**src/shared/kprc_pkg.sv**
```systemverilog
package kprc_pkg;
    localparam int unsigned LINES = 8;
    localparam logic [7:0] ADDR_EXTENT = 8'h30;
    localparam logic [7:0] ADDR_LED_SEL = 8'h31;
    localparam logic [7:0] ADDR_ROW_DIR = 8'h34;
    localparam logic [7:0] ADDR_COL_DIR = 8'h35;
    localparam logic [7:0] ADDR_ROW_STYLE = 8'h36;
    localparam logic [7:0] ADDR_COL_STYLE = 8'h37;
    localparam logic [7:0] RST_EXTENT = 8'hff;
    localparam logic [7:0] RST_LED_SEL = 8'h00;
    localparam logic [7:0] RST_DIR = 8'h00;
    localparam logic [7:0] RST_ROW_STYLE = 8'hff;
    localparam logic [7:0] RST_COL_STYLE = 8'h0f;
    localparam logic [7:0] MASK_LED_SEL = 8'h0f;
    localparam logic [7:0] MASK_COL_STYLE = 8'h0f;
    localparam int unsigned ROW_CNT_LSB = 4;
    localparam int unsigned ALL_BIT = 3;
    localparam int unsigned UPPER_COL = 4;

    // per-line role as seen by the pad logic
    typedef struct packed {
        logic [7:0] key;
        logic [7:0] led;
        logic [7:0] gpio_out;
        logic [7:0] push_pull;
    } kprc_role_t;

    typedef struct packed {
        logic wr;
        logic [7:0] addr;
        logic [7:0] wdata;
    } kprc_req_t;
endpackage : kprc_pkg

```
**src/hdl/kprc_count_decode.sv**
```systemverilog
`timescale 1ns/1ps
module kprc_count_decode #(
    parameter int unsigned N = 8
) (
    input wire logic [3:0] count,
    output logic [N-1:0] enable
);
    // bit 3 set means every line; otherwise lines 0..count-1 in the array
    genvar i;
    generate
        for (i = 0; i < N; i++) begin : g_line
            assign enable[i] = count[kprc_pkg::ALL_BIT] || (32'(count) > i);
        end
    endgenerate
endmodule : kprc_count_decode

```
**src/hdl/kprc_top.sv**
```systemverilog
`timescale 1ns/1ps
module kprc_top (
    input wire logic mclk,
    input wire logic rstn,
    input wire logic ce,
    input wire logic wr,
    input wire logic [7:0] addr,
    input wire logic [7:0] wdata,
    output logic [7:0] rdata,
    output logic addr_hit,
    output kprc_pkg::kprc_role_t row_role,
    output kprc_pkg::kprc_role_t col_role
);
    logic [7:0] key_array_extent;
    logic [7:0] led_output_select;
    logic [7:0] row_line_direction;
    logic [7:0] column_line_direction;
    logic [7:0] row_line_output_style;
    logic [7:0] column_line_output_style;
    kprc_pkg::kprc_req_t req;

    assign req = '{wr: wr, addr: addr, wdata: wdata};

    wire sel_extent = req.addr == kprc_pkg::ADDR_EXTENT;
    wire sel_led = req.addr == kprc_pkg::ADDR_LED_SEL;
    wire sel_rdir = req.addr == kprc_pkg::ADDR_ROW_DIR;
    wire sel_cdir = req.addr == kprc_pkg::ADDR_COL_DIR;
    wire sel_rsty = req.addr == kprc_pkg::ADDR_ROW_STYLE;
    wire sel_csty = req.addr == kprc_pkg::ADDR_COL_STYLE;
    wire we = ce && req.wr;

    always_ff @(posedge mclk) begin
        if (!rstn) begin
            key_array_extent <= kprc_pkg::RST_EXTENT;
            led_output_select <= kprc_pkg::RST_LED_SEL;
            row_line_direction <= kprc_pkg::RST_DIR;
            column_line_direction <= kprc_pkg::RST_DIR;
            row_line_output_style <= kprc_pkg::RST_ROW_STYLE;
            column_line_output_style <= kprc_pkg::RST_COL_STYLE;
        end else if (we) begin
            if (sel_extent) key_array_extent <= req.wdata;
            if (sel_led) led_output_select <= req.wdata & kprc_pkg::MASK_LED_SEL;
            if (sel_rdir) row_line_direction <= req.wdata;
            if (sel_cdir) column_line_direction <= req.wdata;
            if (sel_rsty) row_line_output_style <= req.wdata;
            // upper style bits are not writable
            if (sel_csty) begin
                column_line_output_style <= req.wdata & kprc_pkg::MASK_COL_STYLE;
            end
        end
    end

    assign addr_hit = sel_extent | sel_led | sel_rdir | sel_cdir | sel_rsty | sel_csty;

    // read data registered so it is glitch-free toward the serial shifter
    wire [7:0] next_rdata = sel_extent ? key_array_extent :
                            sel_led ? led_output_select :
                            sel_rdir ? row_line_direction :
                            sel_cdir ? column_line_direction :
                            sel_rsty ? row_line_output_style :
                            sel_csty ? column_line_output_style : 8'h00;

    always_ff @(posedge mclk) begin
        if (!rstn) rdata <= 8'h00;
        else if (ce) rdata <= next_rdata;
    end

    logic [7:0] row_key;
    logic [7:0] col_key;

    kprc_count_decode #(.N(kprc_pkg::LINES)) u_row_dec (
        .count(key_array_extent[kprc_pkg::ROW_CNT_LSB +: 4]),
        .enable(row_key)
    );
    kprc_count_decode #(.N(kprc_pkg::LINES)) u_col_dec (
        .count(key_array_extent[kprc_pkg::ROW_CNT_LSB-1:0]),
        .enable(col_key)
    );

    wire [7:0] col_led = {led_output_select[3:0], 4'h0};

    assign row_role.key = row_key;
    assign row_role.led = 8'h00;
    assign row_role.gpio_out = ~row_key & row_line_direction;
    assign row_role.push_pull = row_line_output_style;
    assign col_role.key = col_key;
    assign col_role.led = col_led & ~col_key;
    assign col_role.gpio_out = ~col_key & ~col_led & column_line_direction;
    assign col_role.push_pull = column_line_output_style;

    AST_ROWS_ALL: assert property (@(posedge mclk) disable iff (!rstn)
        key_array_extent[7] |-> row_role.key == 8'hff) else $error("rows not all keys");
    AST_ROWS_NONE: assert property (@(posedge mclk) disable iff (!rstn)
        key_array_extent[7:4] == 4'h0 |-> row_role.key == 8'h00) else $error("rows present");
    AST_COLS_ALL: assert property (@(posedge mclk) disable iff (!rstn)
        key_array_extent[3] |-> col_role.key == 8'hff) else $error("cols not all keys");
    AST_COLS_NONE: assert property (@(posedge mclk) disable iff (!rstn)
        key_array_extent[3:0] == 4'h0 |-> col_role.key == 8'h00) else $error("cols present");
    AST_RESET_VAL: assert property (@(posedge mclk)
        !rstn |=> key_array_extent == kprc_pkg::RST_EXTENT
            && column_line_output_style == kprc_pkg::RST_COL_STYLE)
        else $error("bad reset values");
    AST_RESET_LED: assert property (@(posedge mclk)
        !rstn |=> led_output_select == kprc_pkg::RST_LED_SEL)
        else $error("led select not reset");
    AST_RESET_DIR: assert property (@(posedge mclk)
        !rstn |=> row_line_direction == kprc_pkg::RST_DIR
            && column_line_direction == kprc_pkg::RST_DIR)
        else $error("directions not reset");
    AST_RESET_STYLE: assert property (@(posedge mclk)
        !rstn |=> row_line_output_style == kprc_pkg::RST_ROW_STYLE && rdata == 8'h00)
        else $error("row style or read data not reset");
    AST_EXTENT_WR: assert property (@(posedge mclk) disable iff (!rstn)
        we && sel_extent |=> key_array_extent == $past(wdata)) else $error("extent lost");
    AST_LED_UPPER: assert property (@(posedge mclk) disable iff (!rstn)
        led_output_select[7:4] == 4'h0) else $error("led reserved bits set");
    AST_LED_WR: assert property (@(posedge mclk) disable iff (!rstn)
        we && sel_led |=> led_output_select == ($past(wdata) & kprc_pkg::MASK_LED_SEL))
        else $error("led select lost");
    AST_ROW_NO_LED: assert property (@(posedge mclk) disable iff (!rstn)
        row_role.led == 8'h00) else $error("row line as led");
    AST_ROW_DIR_WR: assert property (@(posedge mclk) disable iff (!rstn)
        we && sel_rdir |=> row_line_direction == $past(wdata)) else $error("row dir lost");
    AST_COL_DIR_WR: assert property (@(posedge mclk) disable iff (!rstn)
        we && sel_cdir |=> column_line_direction == $past(wdata)) else $error("col dir lost");
    AST_ROW_STY_WR: assert property (@(posedge mclk) disable iff (!rstn)
        we && sel_rsty |=> row_role.push_pull == $past(wdata)) else $error("row style lost");
    AST_COL_OD: assert property (@(posedge mclk) disable iff (!rstn)
        col_role.push_pull[7:4] == 4'h0) else $error("upper column push-pull");
    AST_COL_STY_KEEP: assert property (@(posedge mclk) disable iff (!rstn)
        we && sel_csty |=> column_line_output_style == ($past(wdata) & kprc_pkg::MASK_COL_STYLE))
        else $error("col style write");
    AST_GPIO_ROLE: assert property (@(posedge mclk) disable iff (!rstn)
        (col_role.gpio_out & (col_role.key | col_role.led)) == 8'h00)
        else $error("gpio overlaps role");
    AST_LED_KEY: assert property (@(posedge mclk) disable iff (!rstn)
        (col_role.led & col_role.key) == 8'h00) else $error("led overlaps key");
    AST_FREEZE: assert property (@(posedge mclk) disable iff (!rstn) // ce low holds state
        !ce |=> $stable(key_array_extent) && $stable(led_output_select)
            && $stable(row_line_direction) && $stable(column_line_direction)
            && $stable(row_line_output_style) && $stable(column_line_output_style)
            && $stable(rdata))
        else $error("state moved with ce low");
    AST_UNMAPPED_WR: assert property (@(posedge mclk) disable iff (!rstn) // stray writes dropped
        we && !addr_hit |=> $stable(key_array_extent) && $stable(led_output_select)
            && $stable(row_line_direction) && $stable(column_line_direction)
            && $stable(row_line_output_style) && $stable(column_line_output_style))
        else $error("unmapped write landed");
    AST_RDATA_UNMAPPED: assert property (@(posedge mclk) disable iff (!rstn) // empty reads zero
        ce && !addr_hit |=> rdata == 8'h00) else $error("unmapped read not zero");

    // per-line view of the array decode and of the pin roles
    genvar k;
    generate
        for (k = 0; k < kprc_pkg::LINES; k++) begin : g_line_chk
            AST_ROW_LINE_ON: assert property (@(posedge mclk) disable iff (!rstn)
                key_array_extent[7] || key_array_extent[6:4] > 3'(k) |-> row_role.key[k])
                else $error("row line missing from array");
            AST_ROW_LINE_OFF: assert property (@(posedge mclk) disable iff (!rstn)
                !key_array_extent[7] && key_array_extent[6:4] <= 3'(k) |-> !row_role.key[k])
                else $error("row line wrongly in array");
            AST_COL_LINE_ON: assert property (@(posedge mclk) disable iff (!rstn)
                key_array_extent[3] || key_array_extent[2:0] > 3'(k) |-> col_role.key[k])
                else $error("column line missing from array");
            AST_COL_LINE_OFF: assert property (@(posedge mclk) disable iff (!rstn)
                !key_array_extent[3] && key_array_extent[2:0] <= 3'(k) |-> !col_role.key[k])
                else $error("column line wrongly in array");
            AST_ROW_GPIO_LINE: assert property (@(posedge mclk) disable iff (!rstn)
                row_role.gpio_out[k] == (row_line_direction[k] && !row_role.key[k]))
                else $error("row line gpio role wrong");
            AST_COL_GPIO_LINE: assert property (@(posedge mclk) disable iff (!rstn)
                col_role.gpio_out[k]
                    == (column_line_direction[k] && !col_role.key[k] && !col_role.led[k]))
                else $error("column line gpio role wrong");
        end
    endgenerate

    COV_SMALL_ARRAY: cover property (@(posedge mclk) disable iff (!rstn)
        we && sel_extent && wdata == 8'h34);
    COV_LED_ON: cover property (@(posedge mclk) disable iff (!rstn) col_role.led != 8'h00);
    COV_ROW_OUT: cover property (@(posedge mclk) disable iff (!rstn) row_role.gpio_out != 8'h00);
    COV_FROZEN_WR: cover property (@(posedge mclk) disable iff (!rstn) !ce && wr);
    COV_STRAY_WR: cover property (@(posedge mclk) disable iff (!rstn) we && !addr_hit);
endmodule : kprc_top

```
**config.mk**
```make
export PLATFORM = sky130hd
export DESIGN_NAME = kprc_top
export DESIGN_NICKNAME = d
export VERILOG_FILES = /design/src/shared/kprc_pkg.sv /design/src/hdl/kprc_count_decode.sv /design/src/hdl/kprc_top.sv
export SDC_FILE = /design/constraint.sdc
export NUM_CORES = 1
export LEC_CHECK = 0
export BUFFER_PORTS_ARGS = -buffer_cell sky130_fd_sc_hd__buf_2
export CAP_MARGIN = 20
export CORE_MARGIN = 5
export CORE_UTILIZATION = 54
export CTS_CLUSTER_SIZE = 40
export DETAILED_ROUTE_END_ITERATION = 7
export GPL_TIMING_DRIVEN = 1
export PLACE_DENSITY = 0.86
export SYNTH_ARGS = -nofsm -noshare
export SYNTH_HDL_FRONTEND = slang
export SYNTH_SLANG_ARGS = --single-unit
```
**constraint.sdc**
```tcl
create_clock -name mclk -period 2.2 [get_ports mclk]
set_input_delay 0.11 -clock mclk [delete_from_list [all_inputs] [get_ports mclk]]
set_output_delay 0.11 -clock mclk [all_outputs]
set_load 0.01 [all_outputs]
```
==> run_results.csv <==
group,metric,value,unit
sta,slew_violations,0,
critical_path,reg2regPathDepth,4,
critical_path,worst_setup_path_end_kind,"output pin",
clocking,clk_pin_slew,100,ps
die,core_area,0.00475,mm2
placement,portBuffers,76,
final_layout,areaGrowthSynthToFinish,18.6,%
synth,syn-cell-area,0.00265,mm2
clocking,hold_buffers,0,
clocking,cts_tree,"built",
final_layout,multi_input_area,0.00147,mm2
final_layout,seqCellArea,961,um2
hold_path,hp-start,"wdata[7]",
sta,fin_setup_tns,0,ps
final_layout,diodes,0,
routing,via_per_inst,5.58,
power_and_ir_drop,intPower,0.00138,W
die,io_pins,93,
routing,wire_per_inst,16.8,um
routing,drtAntennaViolNets,0,
routing,first_pass_iters,4,
power_and_ir_drop,p_comb_share,8.6,%
die,die_h,80.0,um
clocking,clock-sinks,48,
power_and_ir_drop,peakVddDrop,0.476,mV
synth,syn_area_per_cell,8.70,um2
global_route,grt_max_degree,28,
synth,synth.distinct_cells,43,
clocking,clk_latency,310,ps
sta,fin_crit_sh,78.6,%
critical_path,crit_arrival,1620,ps
critical_path,crit_type,"reg2out",
sta,finalClockSkew,12.5,ps
sta,setup_viol,0,
critical_path,r2r_start,"row_line_output_style[2]",
power_and_ir_drop,power_leakage,1.15,nW
global_route,overflow,0,
global_route,track_usage,23.2,%
clocking,cts_buffer_depth,2,
synth,yosysSeqAreaShare,36.3,%
routing,drc,0,
global_route,grt_pass1_wl,11600,um
die,die_x,80.0,um
synth,syn_inst,304,
power_and_ir_drop,swShare,23.4,%
placement,globalplace.congestion,0.793,
routing,drt_iter0_markers,202,
synth,synth_top_area_share,36.3,%
clocking,htree_num_levels,2,
critical_path,r2r_end,"rdata[2]",
critical_path,worst_ep_required_time,2090,ps
routing,dr_total_vias,2456,
clocking,cts_resized,0,
hold_path,min_path_type,"in2reg",
synth,async_reset_ff_share,0,%
power_and_ir_drop,p_clk_share,42.9,%
status,status,"finished clean",
synth,yosysMostFrequentCell,"dfxtp_1",
synth,synth_area_leaders,"dfxtp_1 (36%), mux2i_1 (15%), buf_4 (4.5%)",
sta,slew_headroom,58.2,%
die,rows,25,
sta,fmax,578,MHz
power_and_ir_drop,powerDensity,576,mW/mm2
final_layout,fillCellCount,408,
placement,dp_hpwl,5320,um
hold_path,holdPathEnd,"column_line_direction[7]",
global_route,grt_antenna_before_repair,0,
final_layout,nets,392,
critical_path,cp_max_fo,6,
synth,synth_top_cell_by_area,"dfxtp_1",
synth,synth-edff-count,0,
clocking,cts_buffers,5,
final_layout,drive_above_1_share,28.2,%
global_route,grt_pass1_vias,2369,
sta,rsz0062_at_grt,"no",
synth,ys_warn_count,0,
synth,ys_seq_elements,48,
sta,whs,60.8,ps
job,drv_cap,0,
critical_path,r2r_slack,1010,ps
power_and_ir_drop,p_sw,0.000423,W
clocking,post-cts-setup-buffer-count,0,
synth,yosys-top-cells-count,"dfxtp_1 (48), mux2i_1 (40), nand2_1 (31)",
routing,wl,7390,um
sta,tightest_slew,621,ps
sta,min_period,1730,ps
hold_path,hold_depth,3,
die,start_util,55.6,%
critical_path,cp-start-kind,"register",
sta,hold_viol_final,0,
clocking,root_buffer,"clkbuf_8",
power_and_ir_drop,power_frac_seq,48.5,%
die,die-area,0.00640,mm2
synth,ys.flop_type,"dfxtp_1",
-- cells by family (layout without fill, tap and decap cells) --
family                 Yosys count  count (layout)  synth area share (%)
AOI/OAI and AO/OA               51              51                  12.8
buffers and inverters           50             104                  10.5
DFF                             48              48                  36.3
muxes                           42              42                  16.0
other                            1              16                 0.142
and+or+nand+nor                112             112                  24.3
-- flip-flops by register name, indices dropped and copies added (netlist names) --
register / flops
column_line_direction: 8
column_line_output_style: 4
key_array_extent: 8
led_output_select: 4
rdata: 8
row_line_direction: 8
row_line_output_style: 8
-- layout by cell type, fill, tap and decap left out, types with 7 or more instances in the layout --
cell	netlist	final
dfxtp_1	48	48
o21ai_1	8	8
buf_4	16	8
mux2i_1	40	40
inv_1	12	12
nor2b_1	19	19
a21oi_1	7	7
nand3_1	11	11
nand2_1	31	31
conb_1	1	16
buf_2	6	76
o21ai_0	10	10
nor2_1	19	19
-- routing by layer --
metal / global-route usage (%) / up-vias / wire [um]
li1: - / 1155 / -
met5: 0 / - / 0
met2: 37.8 / 125 / 3570
met3: 4.63 / 16 / 667
met1: 30.0 / 1160 / 2990
met4: 8.45 / 0 / 156
-- worst max path at each step --
stage	startpoint	end	slack [ps]	cells past startpoint
floorplan	addr[6]	column_line_direction[5]	740	7
global placement	addr[6]	column_line_direction[4]	500	6
detailed placement	addr[6]	column_line_direction[4]	420	6
CTS	key_array_extent[5]	row_role[8]	480	4
global route	key_array_extent[5]	row_role[8]	420	4
finish	key_array_extent[5]	row_role[8]	470	4
-- area by class of cell --
type | instances | area share, %
Clock buffer | 5 | 2.19
Inverter | 12 | 1.44
Sequential cell | 48 | 30.6
Clock inverter | 3 | 2.19
Multi-Input combinational cell | 221 | 46.8
Timing Repair Buffer | 84 | 14.0
Tap cell | 67 | 2.67
-- stage by stage --
| step | std cells | instance area [um2] | utilization, % | worst slack [ps] | total power [W] |
|---|---|---|---|---|---|
| 4_1_cts | 440 | 3140 | 66.0 | 477 | 0.00181 |
| 3_3_place_gp | 432 | 3000 | 63.1 | 503 | 0.00104 |
| 3_5_place_dp | 432 | 3000 | 63.1 | 415 | 0.00105 |
| 5_1_grt | 440 | 3140 | 66.0 | 418 | 0.00185 |
| 6_report | 440 | 3140 | 66.0 | 470 | 0.00181 |
| 2_1_floorplan | 319 | 2700 | - | 743 | 0.00102 |
-- power groups by stage --
stage	sequential [W]	clock, W	combinational [W]
finish	0.000876	0.000775	0.000155
CTS	0.000876	0.000779	0.000153
floorplan	0.000898	0	0.000121
detailed placement	0.000896	0	0.000151
global placement	0.000896	0	0.000147
global route	0.000877	0.000807	0.000168
-- worst max-delay path, stage by stage, from the launching register on --
cell	delay (ps)
dfxtp_1	390
or3_1	420
or2_2	290
nor2_1	80
buf_2	130
No activity file was read; power rests on OpenSTA's default activity.
